### src/verilog/sfc_pkg.sv
// shared constants and types for the flash command and status unit
package sfc_pkg;
	localparam int          ADDR_W        = 21;
	localparam int          DATA_W        = 16;
	localparam int          NUM_BLOCKS    = 16;
	localparam int          BLK_W         = 4;
	localparam int          BLK_LSB       = 17;
	localparam int          MEM_W         = 8;
	// command codes, low byte only
	localparam logic [7:0]  CMD_READ_ARRAY = 8'hFF;
	localparam logic [7:0]  CMD_IDENT      = 8'h90;
	localparam logic [7:0]  CMD_READ_STAT  = 8'h70;
	localparam logic [7:0]  CMD_CLEAR      = 8'h50;
	localparam logic [7:0]  CMD_WRITE      = 8'h40;
	localparam logic [7:0]  CMD_WRITE_ALT  = 8'h10;
	localparam logic [7:0]  CMD_ERASE      = 8'h20;
	localparam logic [7:0]  CMD_SUSPEND    = 8'hB0;
	localparam logic [7:0]  CMD_CONFIRM    = 8'hD0;
	localparam logic [7:0]  CMD_READ_XSTAT = 8'h71;
	localparam logic [7:0]  CMD_LOCK       = 8'h77;
	localparam logic [7:0]  CMD_UPLOAD     = 8'h97;
	localparam logic [7:0]  CMD_CONFIG     = 8'h96;
	// block status bits kept in the memory
	localparam int          BLK_FAIL_BIT   = 5;
	localparam int          BLK_SUPPLY_BIT = 2;
	// configuration byte
	localparam int          CFG_LAT_LSB    = 3;
	localparam logic [2:0]  LAT_DEFAULT    = 3'h4;
	localparam logic [2:0]  LAT_MIN        = 3'h1;
	localparam logic [2:0]  LAT_MAX        = 3'h4;
	// extended status register select, word index within a block
	localparam int          XSEL_LSB       = 1;
	localparam logic [1:0]  XSEL_BLOCK     = 2'h1;
	localparam logic [1:0]  XSEL_GLOBAL    = 2'h2;
	// identifier values are arbitrary
	localparam logic [15:0] MFR_CODE_DEF   = 16'h0055;
	localparam logic [15:0] DEV_CODE_DEF   = 16'h7A3E;
	// operation lengths in clock cycles
	localparam int          WRITE_CYC_DEF  = 16;
	localparam int          ERASE_CYC_DEF  = 256;
	localparam int          LOCK_CYC_DEF   = 16;
	localparam int          UPLOAD_CYC_DEF = 16;
	localparam int          CNT_W          = 12;

	typedef enum logic [1:0] {RM_ARRAY, RM_IDENT, RM_STATUS, RM_XSTATUS} sfc_read_mode_t;
	typedef enum logic [2:0] {PD_NONE, PD_WRITE, PD_ERASE, PD_LOCK, PD_UPLOAD, PD_CONFIG}
		sfc_pend_t;
	typedef enum logic [2:0] {MS_IDLE, MS_WRITE, MS_ERASE, MS_LOCK, MS_UPLOAD, MS_SUSPEND}
		sfc_machine_t;
endpackage : sfc_pkg

### src/verilog/sfc_mem_if.sv
// per-block status memory port bundle
`timescale 1ns/1ps
interface sfc_mem_if #(
	parameter int N = 16,
	parameter int W = 8
);
	logic                 wrEn;
	logic [$clog2(N)-1:0] wrIdx;
	logic [W-1:0]         wrSet;
	logic [W-1:0]         clrAll;
	logic [$clog2(N)-1:0] rdIdx;
	logic [W-1:0]         rdData;
	modport ctrl (output wrEn, wrIdx, wrSet, clrAll, rdIdx, input rdData);
	modport mem  (input wrEn, wrIdx, wrSet, clrAll, rdIdx, output rdData);
endinterface : sfc_mem_if

### src/verilog/sfc_block_mem.sv
// per-block status flag memory with registered read
`timescale 1ns/1ps
module sfc_block_mem #(
	parameter int N = 16,
	parameter int W = 8
) (
	input wire logic clk,
	input wire logic rst,
	input wire logic clkEn,
	sfc_mem_if.mem   port
);
	logic [W-1:0] store [N];

	// set wins over a bulk clear in the same cycle
	always_ff @(posedge clk) begin
		if (rst) begin
			for (int i = 0; i < N; i++) begin
				store[i] <= '0;
			end
		end else if (clkEn) begin
			for (int i = 0; i < N; i++) begin
				if (port.wrEn && port.wrIdx == i[$clog2(N)-1:0]) begin
					store[i] <= (store[i] & ~port.clrAll) | port.wrSet;
				end else begin
					store[i] <= store[i] & ~port.clrAll;
				end
			end
		end
	end

	always_ff @(posedge clk) begin
		if (rst) begin
			port.rdData <= '0;
		end else if (clkEn) begin
			port.rdData <= store[port.rdIdx];
		end
	end
endmodule : sfc_block_mem

### src/verilog/sfc_command_unit.sv
// command interpreter, status registers and configuration of the flash
// Notes on behaviour
// - address valid low at clock edge, selected, write high latches read address
// - selected only with both chip enables low; otherwise data outputs float
// - identifier: low address bit picks maker or device code; other bits zero
// - ready/busy pulled low only while the machine runs an operation
// - write, erase and lock only complete with programming supply in range
// - word or byte write is 40H or 10H then address and data
// - erase 20H+D0H, suspend B0H, resume D0H, read array FFH, lock 77H+D0H
// - after 90H reads return maker and device signatures
// - 70H or starting write, erase or suspend switches reads to status
// - 50H clears compatible bits 3-5, global bit 5, block bits 5,4,2
// - upper data byte ignored in command writes
// - 71H reads global or block status; locks read locked until 97H+D0H
// - 96H then data sets the burst latency configuration
// - compatible status: ready, suspended, erase error, write error, supply error
// - improper erase sequence sets both erase and write error
// - supply sampled only when a write, erase or lock sequence is entered
// - global status: ready, suspended, operation failed
// - block status: ready, unlocked, failed, supply error, 5 V level
// - latency select in bits 5-3, codes 1 to 4
// - latency defaults to 4 at power-up and after deep power-down
// - reset pin low aborts operation, clears status, returns to read array
// - write protect low refuses write and erase to locked blocks
`timescale 1ns/1ps
module sfc_command_unit
	import sfc_pkg::*;
#(
	parameter int          WRITE_CYC  = WRITE_CYC_DEF,
	parameter int          ERASE_CYC  = ERASE_CYC_DEF,
	parameter int          LOCK_CYC   = LOCK_CYC_DEF,
	parameter int          UPLOAD_CYC = UPLOAD_CYC_DEF,
	parameter logic [15:0] MFR_CODE   = MFR_CODE_DEF,
	parameter logic [15:0] DEV_CODE   = DEV_CODE_DEF
) (
	input  wire logic              clk,
	input  wire logic              rst,
	input  wire logic              clkEn,
	input  wire logic              resetPowerdownN,
	input  wire logic              ce0N,
	input  wire logic              ce1N,
	input  wire logic              oeN,
	input  wire logic              weN,
	input  wire logic              addrValidN,
	input  wire logic              byteN,
	input  wire logic              wpN,
	input  wire logic              supplyOk,
	input  wire logic              supplyIs5v,
	input  wire logic [ADDR_W-1:0] addr,
	input  wire logic [DATA_W-1:0] dqIn,
	input  wire logic [DATA_W-1:0] arrayData,
	output logic      [DATA_W-1:0] dqOut,
	output logic                   dqOe,
	output logic                   readyBusyOut,
	output logic                   readyBusyOe,
	output logic      [ADDR_W-1:0] readAddr,
	output logic                   bankOdd,
	output logic      [2:0]        latencySelect
);
	localparam int PIN_W = 10 + ADDR_W + DATA_W;
	localparam logic [PIN_W-1:0] PIN_IDLE = {8'hFF, 2'h0, {(ADDR_W + DATA_W){1'b0}}};

	logic [PIN_W-1:0]  pinMeta;
	logic [PIN_W-1:0]  pinSync;
	logic              pdnS, ce0S, ce1S, oeS, weS, avS, byteS, wpS, supOkS, sup5vS;
	logic [ADDR_W-1:0] addrS;
	logic [DATA_W-1:0] dqS;
	logic              weLast;
	sfc_read_mode_t    readMode, next_readMode;
	sfc_pend_t         pend, next_pend;
	sfc_machine_t      machine;
	logic [CNT_W-1:0]  opCount;
	logic [BLK_W-1:0]  opBlk;
	logic              eraseErr, writeErr, supplyErr, opFail;
	logic [NUM_BLOCKS-1:0] lockShown;
	logic [NUM_BLOCKS-1:0] lockNv;
	logic [BLK_W-1:0]  rdBlk;

	// every pin but arrayData is asynchronous to clk; two stages before use
	always_ff @(posedge clk) begin
		if (rst) begin
			pinMeta <= PIN_IDLE;
			pinSync <= PIN_IDLE;
		end else if (clkEn) begin
			pinMeta <= {resetPowerdownN, ce0N, ce1N, oeN, weN, addrValidN, byteN, wpN,
				supplyOk, supplyIs5v, addr, dqIn};
			pinSync <= pinMeta;
		end
	end
	assign {pdnS, ce0S, ce1S, oeS, weS, avS, byteS, wpS, supOkS, sup5vS, addrS, dqS} = pinSync;

	logic             selected, powerDown, weRise, machineBusy, suspended;
	logic [7:0]       cmd;
	logic [BLK_W-1:0] blkIdx;
	assign selected    = !ce0S && !ce1S;
	assign powerDown   = !pdnS;
	// address and data are held by the host around the strobe, so the synced copy is stable
	assign weRise      = selected && weS && !weLast && !powerDown;
	assign cmd         = dqS[7:0];
	assign blkIdx      = addrS[BLK_LSB +: BLK_W];
	assign suspended   = machine == MS_SUSPEND;
	assign machineBusy = machine != MS_IDLE && !suspended;

	always_ff @(posedge clk) begin
		if (rst) begin
			weLast <= 1'b1;
		end else if (clkEn) begin
			weLast <= weS;
		end
	end

	// command decode
	logic         doStart, doClear, cfgWr, suspendReq, resumeReq, eraseSeqErr, lockSeqErr;
	sfc_machine_t startKind;
	always_comb begin
		next_readMode = readMode;
		next_pend     = pend;
		doStart       = 1'b0;
		startKind     = MS_WRITE;
		doClear       = 1'b0;
		cfgWr         = 1'b0;
		suspendReq    = 1'b0;
		resumeReq     = 1'b0;
		eraseSeqErr   = 1'b0;
		lockSeqErr    = 1'b0;
		if (weRise) begin
			if (pend != PD_NONE) begin
				next_pend = PD_NONE;
				unique case (pend)
					PD_WRITE: begin
						doStart       = 1'b1;
						startKind     = MS_WRITE;
						next_readMode = RM_STATUS;
					end
					PD_ERASE: begin
						doStart       = cmd == CMD_CONFIRM;
						eraseSeqErr   = cmd != CMD_CONFIRM;
						startKind     = MS_ERASE;
						next_readMode = RM_STATUS;
					end
					PD_LOCK: begin
						doStart    = cmd == CMD_CONFIRM;
						lockSeqErr = cmd != CMD_CONFIRM;
						startKind  = MS_LOCK;
					end
					PD_UPLOAD: begin
						doStart    = cmd == CMD_CONFIRM;
						lockSeqErr = cmd != CMD_CONFIRM;
						startKind  = MS_UPLOAD;
					end
					PD_CONFIG: cfgWr = 1'b1;
					default: ;
				endcase
			end else if (machineBusy) begin
				// while busy only status reads and suspend are honoured
				if (cmd == CMD_READ_STAT) begin
					next_readMode = RM_STATUS;
				end else if (cmd == CMD_READ_XSTAT) begin
					next_readMode = RM_XSTATUS;
				end else if (cmd == CMD_SUSPEND && machine == MS_ERASE) begin
					suspendReq    = 1'b1;
					next_readMode = RM_STATUS;
				end
			end else begin
				unique case (cmd)
					CMD_READ_ARRAY: next_readMode = RM_ARRAY;
					CMD_IDENT:      next_readMode = RM_IDENT;
					CMD_READ_STAT:  next_readMode = RM_STATUS;
					CMD_READ_XSTAT: next_readMode = RM_XSTATUS;
					CMD_CLEAR:      doClear = 1'b1;
					CMD_WRITE, CMD_WRITE_ALT: next_pend = suspended ? PD_NONE : PD_WRITE;
					CMD_ERASE:      next_pend = suspended ? PD_NONE : PD_ERASE;
					CMD_LOCK:       next_pend = suspended ? PD_NONE : PD_LOCK;
					CMD_UPLOAD:     next_pend = suspended ? PD_NONE : PD_UPLOAD;
					CMD_CONFIG:     next_pend = PD_CONFIG;
					CMD_CONFIRM: begin
						resumeReq     = suspended;
						next_readMode = suspended ? RM_STATUS : readMode;
					end
					default: ;
				endcase
			end
		end
	end

	// operation launch checks
	logic needSupply, abortSupply, refuseLock, startOk, opDone;
	assign needSupply  = startKind != MS_UPLOAD;
	assign abortSupply = doStart && needSupply && !supOkS;
	assign refuseLock  = doStart && !abortSupply && (startKind == MS_WRITE ||
		startKind == MS_ERASE) && !wpS && !lockShown[blkIdx];
	assign startOk     = doStart && !abortSupply && !refuseLock;
	assign opDone      = machineBusy && opCount == '0;

	function automatic logic [CNT_W-1:0] opLen(sfc_machine_t k);
		unique case (k)
			MS_ERASE:  opLen = CNT_W'(ERASE_CYC - 1);
			MS_LOCK:   opLen = CNT_W'(LOCK_CYC - 1);
			MS_UPLOAD: opLen = CNT_W'(UPLOAD_CYC - 1);
			default:   opLen = CNT_W'(WRITE_CYC - 1);
		endcase
	endfunction : opLen

	// read mode and pending second cycle
	always_ff @(posedge clk) begin
		if (rst) begin
			readMode <= RM_ARRAY;
			pend     <= PD_NONE;
		end else if (clkEn) begin
			if (powerDown) begin
				readMode <= RM_ARRAY;
				pend     <= PD_NONE;
			end else begin
				readMode <= next_readMode;
				pend     <= next_pend;
			end
		end
	end

	// write state machine
	always_ff @(posedge clk) begin
		if (rst) begin
			machine <= MS_IDLE;
			opCount <= '0;
			opBlk   <= '0;
		end else if (clkEn) begin
			if (powerDown) begin
				machine <= MS_IDLE;
			end else if (startOk) begin
				machine <= startKind;
				opCount <= opLen(startKind);
				opBlk   <= blkIdx;
			end else if (suspendReq) begin
				machine <= MS_SUSPEND;
			end else if (resumeReq) begin
				machine <= MS_ERASE;
			end else if (opDone) begin
				machine <= MS_IDLE;
			end else if (machineBusy) begin
				opCount <= opCount - 1'b1;
			end
		end
	end

	// status flags: a set in the same cycle as a clear wins
	logic setEraseErr, setWriteErr, setOpFail;
	assign setEraseErr = ((abortSupply || refuseLock) && startKind == MS_ERASE) || eraseSeqErr;
	assign setWriteErr = ((abortSupply || refuseLock) && startKind == MS_WRITE) || eraseSeqErr;
	assign setOpFail   = abortSupply || refuseLock || eraseSeqErr || lockSeqErr;
	always_ff @(posedge clk) begin
		if (rst) begin
			eraseErr  <= 1'b0;
			writeErr  <= 1'b0;
			supplyErr <= 1'b0;
			opFail    <= 1'b0;
		end else if (clkEn) begin
			if (powerDown) begin
				eraseErr  <= 1'b0;
				writeErr  <= 1'b0;
				supplyErr <= 1'b0;
				opFail    <= 1'b0;
			end else begin
				eraseErr  <= (eraseErr && !doClear) || setEraseErr;
				writeErr  <= (writeErr && !doClear) || setWriteErr;
				supplyErr <= (supplyErr && !doClear) || abortSupply;
				opFail    <= (opFail && !doClear) || setOpFail;
			end
		end
	end

	// lock bits: the nonvolatile copy survives power-down, the shown copy does not
	always_ff @(posedge clk) begin
		if (rst) begin
			lockNv    <= '0;
			lockShown <= '0;
		end else if (clkEn) begin
			if (powerDown) begin
				lockShown <= '0;
			end else if (opDone && machine == MS_LOCK) begin
				lockNv[opBlk]    <= 1'b1;
				lockShown[opBlk] <= 1'b0;
			end else if (opDone && machine == MS_UPLOAD) begin
				lockShown <= ~lockNv;
			end
		end
	end

	// latency configuration; undefined codes are dropped
	always_ff @(posedge clk) begin
		if (rst) begin
			latencySelect <= LAT_DEFAULT;
		end else if (clkEn) begin
			if (powerDown) begin
				latencySelect <= LAT_DEFAULT;
			end else if (cfgWr && dqS[CFG_LAT_LSB +: 3] >= LAT_MIN &&
				dqS[CFG_LAT_LSB +: 3] <= LAT_MAX) begin
				latencySelect <= dqS[CFG_LAT_LSB +: 3];
			end
		end
	end

	// per-block failure flags
	sfc_mem_if #(.N(NUM_BLOCKS), .W(MEM_W)) memPort ();
	sfc_block_mem #(.N(NUM_BLOCKS), .W(MEM_W)) blockMem (
		.clk   (clk),
		.rst   (rst),
		.clkEn (clkEn),
		.port  (memPort.mem)
	);
	assign memPort.wrEn  = (abortSupply || refuseLock) && !powerDown;
	assign memPort.wrIdx = blkIdx;
	// failure bit always, supply bit only when the supply caused the abort
	assign memPort.wrSet = (MEM_W'(1'b1) << BLK_FAIL_BIT) | (MEM_W'(abortSupply) << BLK_SUPPLY_BIT);
	// block flags 5, 4 and 2 cleared by the clear command, all of them on power-down
	assign memPort.clrAll = powerDown ? '1 : (doClear ? 8'h34 : 8'h00);
	assign memPort.rdIdx  = readAddr[BLK_LSB +: BLK_W];

	// read address latch
	always_ff @(posedge clk) begin
		if (rst) begin
			readAddr <= '0;
			bankOdd  <= 1'b0;
			rdBlk    <= '0;
		end else if (clkEn) begin
			if (selected && !avS && weS && !powerDown) begin
				readAddr <= addrS;
				bankOdd  <= addrS[1];
			end
			rdBlk <= readAddr[BLK_LSB +: BLK_W];
		end
	end

	// read data mux; block status lags the address latch by one cycle
	logic [7:0]        compatStatus, globalStatus, blockStatus;
	logic [DATA_W-1:0] idWord, next_dq;
	logic              idSel, idClean;
	assign compatStatus = {!machineBusy, suspended, eraseErr, writeErr, supplyErr, 3'h0};
	assign globalStatus = {!machineBusy, suspended, opFail, 5'h00};
	assign blockStatus  = {!(machineBusy && opBlk == rdBlk), lockShown[rdBlk],
		memPort.rdData[BLK_FAIL_BIT], 2'h0, memPort.rdData[BLK_SUPPLY_BIT], sup5vS, 1'b0};
	assign idSel   = byteS ? readAddr[1] : readAddr[0];
	assign idClean = byteS ? readAddr[ADDR_W-1:2] == '0 : readAddr[ADDR_W-1:1] == '0;
	assign idWord  = !idClean ? '0 : (idSel ? DEV_CODE : MFR_CODE);

	always_comb begin
		next_dq = '0;
		unique case (readMode)
			RM_ARRAY:   next_dq = arrayData;
			RM_IDENT:   next_dq = idWord;
			RM_STATUS:  next_dq = {8'h00, compatStatus};
			RM_XSTATUS: begin
				if (readAddr[XSEL_LSB +: 2] == XSEL_BLOCK) begin
					next_dq = {8'h00, blockStatus};
				end else if (readAddr[XSEL_LSB +: 2] == XSEL_GLOBAL) begin
					next_dq = {8'h00, globalStatus};
				end
			end
		endcase
		if (!byteS) begin
			// byte mode: upper lines driven to zero, low byte only, a0 picks array byte
			next_dq = {8'h00, (readMode == RM_ARRAY && readAddr[0]) ? next_dq[15:8] : next_dq[7:0]};
		end
	end

	always_ff @(posedge clk) begin
		if (rst) begin
			dqOut        <= '0;
			dqOe         <= 1'b0;
			readyBusyOut <= 1'b0;
			readyBusyOe  <= 1'b0;
		end else if (clkEn) begin
			dqOut        <= next_dq;
			dqOe         <= selected && !oeS && weS && !powerDown;
			readyBusyOut <= 1'b0;
			readyBusyOe  <= machineBusy && !powerDown;
		end
	end

	a_ready_busy_pin: assert property (@(posedge clk) disable iff (rst)
		clkEn |=> readyBusyOe == $past(machineBusy && pdnS)) else $error("ready/busy wrong");
	a_high_byte_ignored: assert property (@(posedge clk) disable iff (rst)
		clkEn && weRise && pend == PD_NONE && !machineBusy && cmd == CMD_READ_ARRAY
		|=> readMode == RM_ARRAY) else $error("command not decoded from low byte");
	a_clear_status: assert property (@(posedge clk) disable iff (rst)
		clkEn && doClear |=> !eraseErr && !writeErr && !supplyErr && !opFail)
		else $error("clear left a flag set");
	a_supply_abort: assert property (@(posedge clk) disable iff (rst)
		clkEn && abortSupply && pdnS |=> supplyErr && machine == MS_IDLE ##1 !readyBusyOe)
		else $error("supply abort not taken");
	a_erase_sequence: assert property (@(posedge clk) disable iff (rst)
		clkEn && eraseSeqErr && pdnS |=> eraseErr && writeErr) else $error("bad erase unflagged");
	a_protect_refuse: assert property (@(posedge clk) disable iff (rst)
		clkEn && refuseLock && pdnS |=> machine == MS_IDLE && opFail)
		else $error("locked block altered");
	a_status_auto: assert property (@(posedge clk) disable iff (rst)
		clkEn && startOk && pdnS && (startKind == MS_WRITE || startKind == MS_ERASE)
		|=> readMode == RM_STATUS) else $error("no status after start");
	a_power_down: assert property (@(posedge clk) disable iff (rst)
		clkEn && powerDown |=> machine == MS_IDLE && readMode == RM_ARRAY &&
		latencySelect == LAT_DEFAULT && !readyBusyOe && !dqOe) else $error("power-down incomplete");
	a_deselect_float: assert property (@(posedge clk) disable iff (rst)
		clkEn && !selected |=> !dqOe) else $error("outputs driven while deselected");
	a_addr_latch: assert property (@(posedge clk) disable iff (rst)
		clkEn && selected && !avS && weS && pdnS |=> readAddr == $past(addrS))
		else $error("read address not latched");
	a_suspend_state: assert property (@(posedge clk) disable iff (rst)
		clkEn && suspendReq && pdnS |=> compatStatus[7:6] == 2'h3 ##1 !readyBusyOe)
		else $error("suspend not reported");
	c_write_done: cover property (@(posedge clk) disable iff (rst) opDone && machine == MS_WRITE);
	c_erase_suspend: cover property (@(posedge clk) disable iff (rst) suspendReq);
	c_upload_done: cover property (@(posedge clk) disable iff (rst) opDone && machine == MS_UPLOAD);
	c_config_write: cover property (@(posedge clk) disable iff (rst) cfgWr);
endmodule : sfc_command_unit

### config.mk
export PLATFORM = sky130hd
export DESIGN_NAME = sfc_command_unit
export DESIGN_NICKNAME = d
export VERILOG_FILES = /design/src/verilog/sfc_pkg.sv /design/src/verilog/sfc_mem_if.sv /design/src/verilog/sfc_block_mem.sv /design/src/verilog/sfc_command_unit.sv
export SDC_FILE = /design/constraint.sdc
export NUM_CORES = 1
export LEC_CHECK = 0
export ABC_AREA = 1
export CORE_UTILIZATION = 55
export DETAILED_ROUTE_END_ITERATION = 16
export DONT_BUFFER_PORTS = 1
export PLACE_DENSITY = 0.81
export SETUP_SLACK_MARGIN = 0.02
export SLEW_MARGIN = 20
export SYNTH_ARGS = -nofsm -noshare
export SYNTH_HDL_FRONTEND = slang
export SYNTH_SLANG_ARGS = --single-unit
### constraint.sdc
create_clock -name clk -period 2.4 [get_ports clk]
set_clock_uncertainty 0.2 [all_clocks]
set_input_delay 0.12 -clock clk [delete_from_list [all_inputs] [get_ports clk]]
set_output_delay 0.12 -clock clk [all_outputs]
set_load 0.01 [all_outputs]
==> parameters.txt, run 1 <==
Parameter                              Value

Outcome
  Run status ... complete, no violations

Synthesis
  Top cells by area in the synthesized netlist ... dfxtp_1, nand2_1, edfxtp_1
  Synth Net Count ... 1477
  Share of the synthesized area in the top cell type ... 36.8%
  Biggest area consumer among synthesized cells ... dfxtp_1
  Simple-gate area share of the yosys netlist ... 24.3%
  Async S/R FF share, synth ... 0%
  Synthesized-area fraction occupied by ao, oa, aoi and oai cells ... 19.2%
  Synthesized instance count ... 1410
  Proportion of synthesized area in mux cells ... 0%
  Sequential cell area fraction in the yosys report ... 46.2%
  Number of synthesized register bits ... 219
  Post-synthesis share of cell area spent on full adders, half adders and majority gates ... 0.123%
  Count of yosys warnings during synthesis ... 0
  Synth Area in XOR/XNOR ... 0.860%
  Predominant post-synthesis flop cell ... dfxtp_1
  Synthesized area divided by synthesized cell count ... 7.22 um^2
  Post-synth cell types ... 51
  Combinational family with the most area after synthesis ... simple AND/OR/NAND/NOR gates
  Post-synth design cell area ... 0.0102 mm^2
  Number of synthesized flops with an enable pin ... 32

Clock tree
  Clock slew seen by the registers of the worst setup and hold paths ... 0.06 ns
  CTS root buffer ... clkbuf_16
  Clock tree from TritonCTS ... yes
  Clock latency reported for the late side of the worst-skew pair ... 0.52 ns
  Number of clock sinks seen by CTS ... 219
  Longest Clk Path Bufs ... 3
  Number of buffers inserted during clock tree synthesis ... 22
  Number of levels in the clock H-tree ... 1

Route
  Wire length per cell after detailed routing ... 16.5 um
  Sum of routed wire length over all layers ... 28.3 mm
  Number of vias after detailed routing ... 9879
  Number of routed nets with antenna violations ... 0
  Average vias per placed instance ... 5.75
  Iteration-0 DRC Markers ... 906
  Detailed-routing iteration count for the pre-antenna-repair pass ... 5
  Final routed DRC violation total ... 0

Critical path
  Critical path capture point type ... register
  Path depth of the worst reg2reg path ... 12
  Critical-path maximum fanout ... 17
  Startpoint class of the critical path ... register
  Start-to-end type of the worst setup path ... reg -> reg
  Required time reported for the critical path endpoint ... 2.65 ns
  Slowest-stage cell, CP ... dfxtp_1
  Max stage delay on crit path ... 0.34 ns
  Data arrival time of the critical path ... 2.53 ns
  Ordered list of cells on the worst path ... inv_2, ha_2, nand3_2, nor3_4, nand2_2, nor3_4, clkinv_4, buf_12, nor2_4, buf_12, a31oi_1, nor2_1
  R2r setup slk ... 0.12 ns

Global route
  Overall global routing resource usage ... 28.9%
  Number of global-route vias before repair ... 9521
  Largest net degree at the start of global routing ... 60
  Residual overflow from global routing ... 0
  Number of antenna violations at the first check in global routing ... 0
  First-pass GRT wire length ... 46.0 mm

STA
  Post-route minimum period ... 2.28 ns
  Pins over their slew limit ... 0
  Slew of the pin with the lowest slew margin ... 0.630 ns
  Unrepaired setup endpoints after global routing ... yes
  Worst slew slack as a fraction of its limit ... 58.0%
  Setup violation total in the final timing report ... 0
  Final hold slack ... 0.0624 ns
  Setup TNS ... 0 ns
  Number of hold violations in the final report ... 0
  Top achievable clock speed ... 0.439 GHz
  Share of the clock period used by the worst path after layout ... 95.0%

Floorplanning
  Die height ... 138 um
  Number of rows created at floorplan ... 49
  Count of boundary I/O pins ... 110
  Floorplan Core Area ... 0.0180 mm^2
  Starting density of the core ... 56.5%
  Width of the chip ... 138 um
  Die area ... 0.0191 mm^2

Finish
  Leading cell types in the layout, fill and taps excluded ... nand2_1, dfxtp_1, inv_1
  Filler cell count ... 1487
  Number of diodes ... 0
  Area growth from synthesis to final layout ... 17.5%
  Post-route standard cell area excluding fillers ... 0.0120 mm^2
  Ratio of cells with drive above 1 in the final layout ... 9.53%
  Nets@finish ... 1544
  Most common library cell in the layout ignoring fill and taps ... nand2_1
  Count of placed standard cells in the final layout, fillers left out ... 1719
  Final standard cell utilization of the core ... 66.4%

Worst hold path
  Worst hold path type ... in -> reg
  Cell count of the worst hold path ... 3

Place
  Number of I/O port buffers ... 0
  Weighted congestion reported at the end of routability-driven placement ... 0.940
  Detailed placer's ending HPWL ... 17.5 mm
  Placed insts ... 1616
  Instance area after placement ... 0.0105 mm^2

Power and ir drop
  Max VDD drop ... 0.000762 V
  Power per standard cell area ... 642 mW/mm^2
  Combinational share of power ... 6.6%
  Reported net switching power ... 1.82 mW
  Sw Share ... 23.7%
  Cell leakage power ... 4.91 nW
  Sequential power share ... 51.1%
  Internal cell power ... 5.86 mW
  Share of power burned in the clock network ... 42.3%

Job
  Max Cap Viol ... 0
-- cell type report --
cell class                      count  area, um^2  share of cell area [%]
Multi-Input combinational cell    954        4640                    38.8
Timing Repair Buffer              105         996                    8.33
Sequential cell                   219        4710                    39.4
Inverter                          175         664                    5.55
Tap cell                          229         287                    2.40
Clock buffer                       32         628                    5.25
Clock inverter                      5        42.5                   0.356
-- sequential cells by signal, summed over array words and instances (netlist names) --
| name | flops |
|---|---|
| pinMeta | 39 |
| blockMem.store | 32 |
| pend | 3 |
| dqOut | 16 |
| lockShown | 16 |
| rdBlk | 4 |
| writeErr | 1 |
| latencySelect | 3 |
| readyBusyOe | 1 |
| eraseErr | 1 |
| blockMem.port.rdData | 2 |
| dqOe | 1 |
| opBlk | 4 |
| supplyErr | 1 |
| weLast | 1 |
| readAddr | 21 |
| opCount | 12 |
| pinSync | 39 |
| machine | 3 |
| opFail | 1 |
| readMode | 2 |
| lockNv | 16 |
-- logic make-up (layout without fill, tap and decap cells) --
| kind of cell | Yosys count | after routing |
|---|---|---|
| buffers and inverters | 237 | 317 |
| AO/OA/AOI/OAI | 361 | 361 |
| XOR/XNOR | 10 | 10 |
| flip-flops | 219 | 219 |
| other | 1 | 1 |
| adder cells (fa/ha/maj) | 1 | 1 |
| AND/OR/NAND/NOR | 581 | 581 |
-- through the flow --
step / setup slack (ns) / total power, mW
2_1_floorplan: 0.194 / 4.27
5_1_grt: -0.0206 / 7.92
3_5_place_dp: 0.0934 / 4.37
3_3_place_gp: 0.140 / 4.36
4_1_cts: 0.00386 / 7.68
6_report: 0.120 / 7.68
-- power groups by stage --
stage	sequential (mW)	clock (mW)	combinational, mW
2_1_floorplan	3.98	0	0.295
3_3_place_gp	3.99	0	0.362
3_5_place_dp	4.00	0	0.372
4_1_cts	3.92	3.29	0.477
5_1_grt	3.93	3.43	0.559
6_report	3.92	3.25	0.510
-- routing by layer --
metal  track usage (%)  up-vias  part of all wire, %
li1                  -     4773                    -
met1              36.3     4553                   41
met2              48.3      447                   48
met3              5.30      106                  7.6
met4              12.8        0                  3.8
met5                 0        -                    0
-- synth_stat cells (2+ instances only) --
| master | n |
|---|---|
| dfxtp_1 | 187 |
| xnor2_1 | 9 |
| o211ai_1 | 9 |
| nand4_1 | 20 |
| nor4_1 | 2 |
| a22oi_1 | 5 |
| nand3b_1 | 2 |
| nand2_1 | 306 |
| a31oi_1 | 8 |
| nor2_1 | 154 |
| inv_1 | 160 |
| nor3_1 | 8 |
| buf_2 | 3 |
| nor3_2 | 5 |
| edfxtp_1 | 32 |
| nand3_1 | 67 |
| clkbuf_1 | 43 |
| nand2_2 | 3 |
| buf_4 | 5 |
| o31ai_1 | 2 |
| a22o_1 | 2 |
| a21oi_1 | 142 |
| o22ai_1 | 22 |
| o21ai_0 | 148 |
| a21oi_2 | 2 |
| o2111ai_1 | 2 |
| clkinv_1 | 2 |
| clkbuf_2 | 3 |
| nor2_4 | 3 |
| inv_2 | 12 |
| buf_1 | 4 |
| buf_6 | 4 |
| o21ai_1 | 6 |
| o221ai_1 | 6 |
| nor2_2 | 4 |
| nand2_4 | 3 |
-- what timing repair did --
item	CTS	global route
endpoints found under the hold margin	183	0
hold buffers	58	0
setup buffers	0	8
pin swaps	0	5
gates resized for setup	0	41
endpoints found under the setup margin	4	65
-- path summary, 6_finish.rpt --
check | from | end
hold reg to reg | pinSync[43] | dqOe
hold / removal | dqIn[2] | pinMeta[2]
setup reg to reg | opCount[0] | lockNv[8]
setup / recovery | opCount[0] | lockNv[8]
-- worst max-delay path: cells and delay by family, from the launching register on --
kind	cells	cell delay, ns
AND/OR/NAND/NOR	6	0.87
buffers and inverters	4	0.50
flip-flops	1	0.34
adder cells (fa/ha/maj)	1	0.21
AO/OA/AOI/OAI	1	0.09
Power figures use the tool's default switching activity.
==> inputs of run 2 (changes only) <==
Settings changed: ABC_AREA 1 to unset, SKIP_LAST_GASP set to 1.
Clock period 2.4 ns to 2.55 ns, I/O delays scaled along.
==> run 2 against run 1 <==
  * The flow now finishes with violations (negative setup slack)
  * Cell area grew 10%
  * Clock power rose by 5%
  * Clock-buffer cell count shrank 2
  * Sequential share of layout area shrank 3.5 points
  * Global-route usage grew 4.6 points
  * Routed wire length rose by 20%
  * Critical path type unchanged
  * Critical endpoint is now opCount[7]
  * Largest cell class is now multi-input combinational cells
  * Largest power group unchanged
  * Highest routed layer unchanged
==> parameters.txt, run 2 <==
Parameter                              Value

Outcome
  Run status ... finished with violations (was complete, no violations)
  Violated checks ... negative setup slack

Clock tree
  Number of buffers inserted during clock tree synthesis ... 22 (unchanged)
  Clock slew seen by the registers of the worst setup and hold paths ... 0.06 ns (about the same)
  Number of clock sinks seen by CTS ... 219 (unchanged)
  Clock tree from TritonCTS ... yes (unchanged)
  Longest Clk Path Bufs ... 3 (unchanged)
  Clock latency reported for the late side of the worst-skew pair ... 0.52 ns (about the same)
  CTS root buffer ... clkbuf_16 (unchanged)
  Number of levels in the clock H-tree ... 1 (unchanged)

Critical path
  Start-to-end type of the worst setup path ... reg -> reg (unchanged)
  Critical path capture point type ... register (unchanged)
  Path depth of the worst reg2reg path ... 8 (was 12)
  Required time reported for the critical path endpoint ... 2.73 ns (was 2.65 ns)
  Critical path buffer and inverter count ... 2 (was 4)
  Most common cell type on the critical path ... mux2i_2
  Ordered list of cells on the worst path ... mux2i_2, nor4_2, or4_4, buf_6, o211ai_1, buf_4, mux2i_2, o32ai_2 (was inv_2, ha_2, nand3_2, nor3_4, nand2_2, nor3_4, clkinv_4, buf_12, nor2_4, buf_12, a31oi_1, nor2_1)
  Startpoint class of the critical path ... register (unchanged)
  Max stage delay on crit path ... 0.56 ns (was 0.34 ns)
  Top Family by Delay on Critical Path ... simple AND/OR/NAND/NOR gates (unchanged)
  Critical Path Stages ... 8 (was 12)
  Data arrival time of the critical path ... 2.98 ns (was 2.53 ns)
  Critical-path maximum fanout ... 7 (was 17)
  Slowest-stage cell, CP ... or4_4 (was dfxtp_1)

Synthesis
  Synthesized instance count ... 1099 (was 1410)
  Number of synthesized register bits ... 219 (unchanged)
  Post-synth cell types ... 72 (was 51)
  Combinational family with the most area after synthesis ... simple AND/OR/NAND/NOR gates (unchanged)
  Ranking of synthesized cells by instance count ... dfxtp_1, nor2_1, nand2_1, mux2i_1, a21oi_1 (was nand2_1, dfxtp_1, inv_1, nor2_1, o21ai_0)
  Number of synthesized flops with an enable pin ... 32 (unchanged)
  Synth Net Count ... 1166 (was 1477)
  Biggest area consumer among synthesized cells ... dfxtp_1 (unchanged)
  Top cells by area in the synthesized netlist ... dfxtp_1, mux2i_1, edfxtp_1 (was dfxtp_1, nand2_1, edfxtp_1)
  Count of yosys warnings during synthesis ... 0 (unchanged)
  Sequential cell area fraction in the yosys report ... 46.2% (about the same)
  Post-synthesis share of cell area spent on full adders, half adders and majority gates ... 0.123% (about the same)
  Simple-gate area share of the yosys netlist ... 18.1% (was 24.3%)
  Synthesized area divided by synthesized cell count ... 9.26 um^2 (was 7.22 um^2)
  Top-count cell post-synth ... dfxtp_1 (was nand2_1)
  Share of the synthesized area in the top cell type ... 36.8% (about the same)
  Async S/R FF share, synth ... 0% (unchanged)
  Synthesized-area fraction occupied by ao, oa, aoi and oai cells ... 16.0% (was 19.2%)
  Synth Area in XOR/XNOR ... 0.689% (was 0.860%)
  Proportion of synthesized area in mux cells ... 14.9% (was 0%)
  Post-synth design cell area ... 0.0102 mm^2 (about the same)
  Predominant post-synthesis flop cell ... dfxtp_1 (unchanged)

Floorplanning
  Starting density of the core ... 56.4% (was 56.5%)
  Width of the chip ... 138 um (about the same)
  Count of boundary I/O pins ... 110 (unchanged)
  Floorplan Core Area ... 0.0180 mm^2 (unchanged)
  Die height ... 138 um (about the same)
  Number of rows created at floorplan ... 49 (unchanged)
  Die area ... 0.0190 mm^2 (was 0.0191 mm^2)

Finish
  Area taken by multi-input logic gates ... 0.00530 mm^2 (was 0.00464 mm^2)
  Seq. cell area ... 0.00472 mm^2 (was 0.00471 mm^2)
  Area growth from synthesis to final layout ... 29.4% (was 17.5%)
  Leading cell types in the layout, fill and taps excluded ... dfxtp_1, nor2_1, nand2_1 (was nand2_1, dfxtp_1, inv_1)
  Filler cell count ... 1072 (was 1487)
  Number of diodes ... 0 (unchanged)
  Leading registers by flop count ... pinMeta: 39 flops, pinSync: 39 flops, blockMem.store: 32 flops (unchanged)
  Nets@finish ... 1339 (was 1544)
  Most common library cell in the layout ignoring fill and taps ... dfxtp_1 (was nand2_1)
  Ratio of cells with drive above 1 in the final layout ... 19.8% (was 9.53%)
  Post-route standard cell area excluding fillers ... 0.0132 mm^2 (was 0.0120 mm^2)

Power and ir drop
  Cell leakage power ... 5.42 nW (was 4.91 nW)
  Power per standard cell area ... 584 mW/mm^2 (was 642 mW/mm^2)
  Max VDD drop ... 0.000935 V (was 0.000762 V)
  Total power after layout ... 7.68 mW (about the same)

STA
  Top achievable clock speed ... 0.357 GHz (was 0.439 GHz)
  Pins over their slew limit ... 0 (unchanged)
  Setup slack of the critical path after layout ... -0.249 ns (was 0.120 ns)
  Final hold slack ... 0.0371 ns (was 0.0624 ns)
  Share of the clock period used by the worst path after layout ... 110% (was 95.0%)
  Number of hold violations in the final report ... 0 (unchanged)
  Setup violation total in the final timing report ... 31 (was 0)
  Unrepaired setup endpoints after global routing ... yes (unchanged)
  Post-route minimum period ... 2.80 ns (was 2.28 ns)
  Worst slew slack as a fraction of its limit ... 52.3% (was 58.0%)
  Slew of the pin with the lowest slew margin ... 0.713 ns (was 0.630 ns)

Job
  Max Cap Viol ... 0 (unchanged)

Place
  Number of I/O port buffers ... 0 (unchanged)
  Instance area after placement ... 0.0112 mm^2 (was 0.0105 mm^2)
  Detailed placer's ending HPWL ... 17.8 mm (was 17.5 mm)
  Weighted congestion reported at the end of routability-driven placement ... 0.946 (was 0.940)

Global route
  Number of antenna violations at the first check in global routing ... 0 (unchanged)
  First-pass GRT wire length ... 49.4 mm (was 46.0 mm)
  Overall global routing resource usage ... 33.4% (was 28.9%)
  Residual overflow from global routing ... 0 (unchanged)
  Number of global-route vias before repair ... 9536 (was 9521)
  Largest net degree at the start of global routing ... 87 (was 60)

Worst hold path
  Cell count of the worst hold path ... 2 (was 3)
  Worst hold path type ... in -> reg (unchanged)

Route
  Sum of routed wire length over all layers ... 33.8 mm (was 28.3 mm)
  Number of routed nets with antenna violations ... 0 (unchanged)
  Average vias per placed instance ... 6.61 (was 5.75)
  Number of vias after detailed routing ... 10.0k (was 9879)
  Final routed DRC violation total ... 0 (unchanged)
  Iteration-0 DRC Markers ... 1413 (was 906)
  Wire length per cell after detailed routing ... 22.3 um (was 16.5 um)
  Detailed-routing iteration count for the pre-antenna-repair pass ... 7 (was 5)
-- run 2: cell types whose count changed in the layout (fill, tap and decap cells not counted), sizes merged, moves of 15 or more --
cell,change
nand2b,+15
nand4,-16
o22ai,-20
buf,+88
dlygate4sd3,+33
inv,-151
nand2,-182
mux2i,+111
mux4,+16
o21ai,-108
nand3,-61
a21oi,-71
a22oi,+16
-- run 2: worst paths after layout --
path	start	end	slack [ns]
worst min register to register	lockNv[15]	lockNv[15]	0.27
worst max register to register	pinSync[34]	opCount[7]	-0.25
worst min-delay path	rst	pinSync[37]	0.04
worst max-delay path	pinSync[34]	opCount[7]	-0.25
-- run 2: kinds of logic (layout without fill, tap and decap cells) --
family                     after synthesis  after routing
adders and majority gates                1              1
AOI/OAI and AO/OA                      241            241
muxes                                  131            131
xor gates and xnor gates                 8              8
DFF                                    219            219
buffers and inverters                   98            285
other                                    1              1
and+or+nand+nor                        400            400
-- run 2: layout make-up --
class                   instances  area share, %
well taps                     229           2.18
flip-flops and latches        219           35.9
repair buffers                226           15.4
clock buffers                  30           4.95
clock inverters                 8          0.760
multi-input cells             782           40.3
inverters                      21          0.599
-- run 2: metal layers --
metal,wire [um],up-vias,GRT usage (%)
met5,0,-,0
met3,3670,225,8.44
met2,16100,780,56.2
li1,-,4333,-
met1,12100,4683,39.5
met4,2010,0,16.9
-- run 2: metrics by stage --
step	setup TNS [ns]	utilization, %	setup slack, ns	instances
final	-4.00	73.0	-0.249	1515
after global routing	-6.35	73.0	-0.322	1515
after CTS	-0.154	72.0	-0.0418	1510
after detailed placement	-1.65	62.0	-0.143	1377
after global placement	-0.431	62.0	-0.0792	1377
after floorplan	-0.0452	-	-0.0452	1099
-- run 2: power by group --
group | internal [mW] | total [mW] | leakage, nW | switching, mW
logic | 0.286 | 0.566 | 3.17 | 0.280
registers | 3.62 | 3.71 | 1.88 | 0.0925
clock network | 2.00 | 3.41 | 0.372 | 1.41
total | 5.90 | 7.68 | 5.42 | 1.78
-- run 2: timing repair --
item                                   CTS  global route
endpoints found under the hold margin  198             0
setup endpoints to repair               31            81
setup buffers                            5             5
hold buffers                            93             0
gates resized for setup                 21            31
pin swaps                                8             9
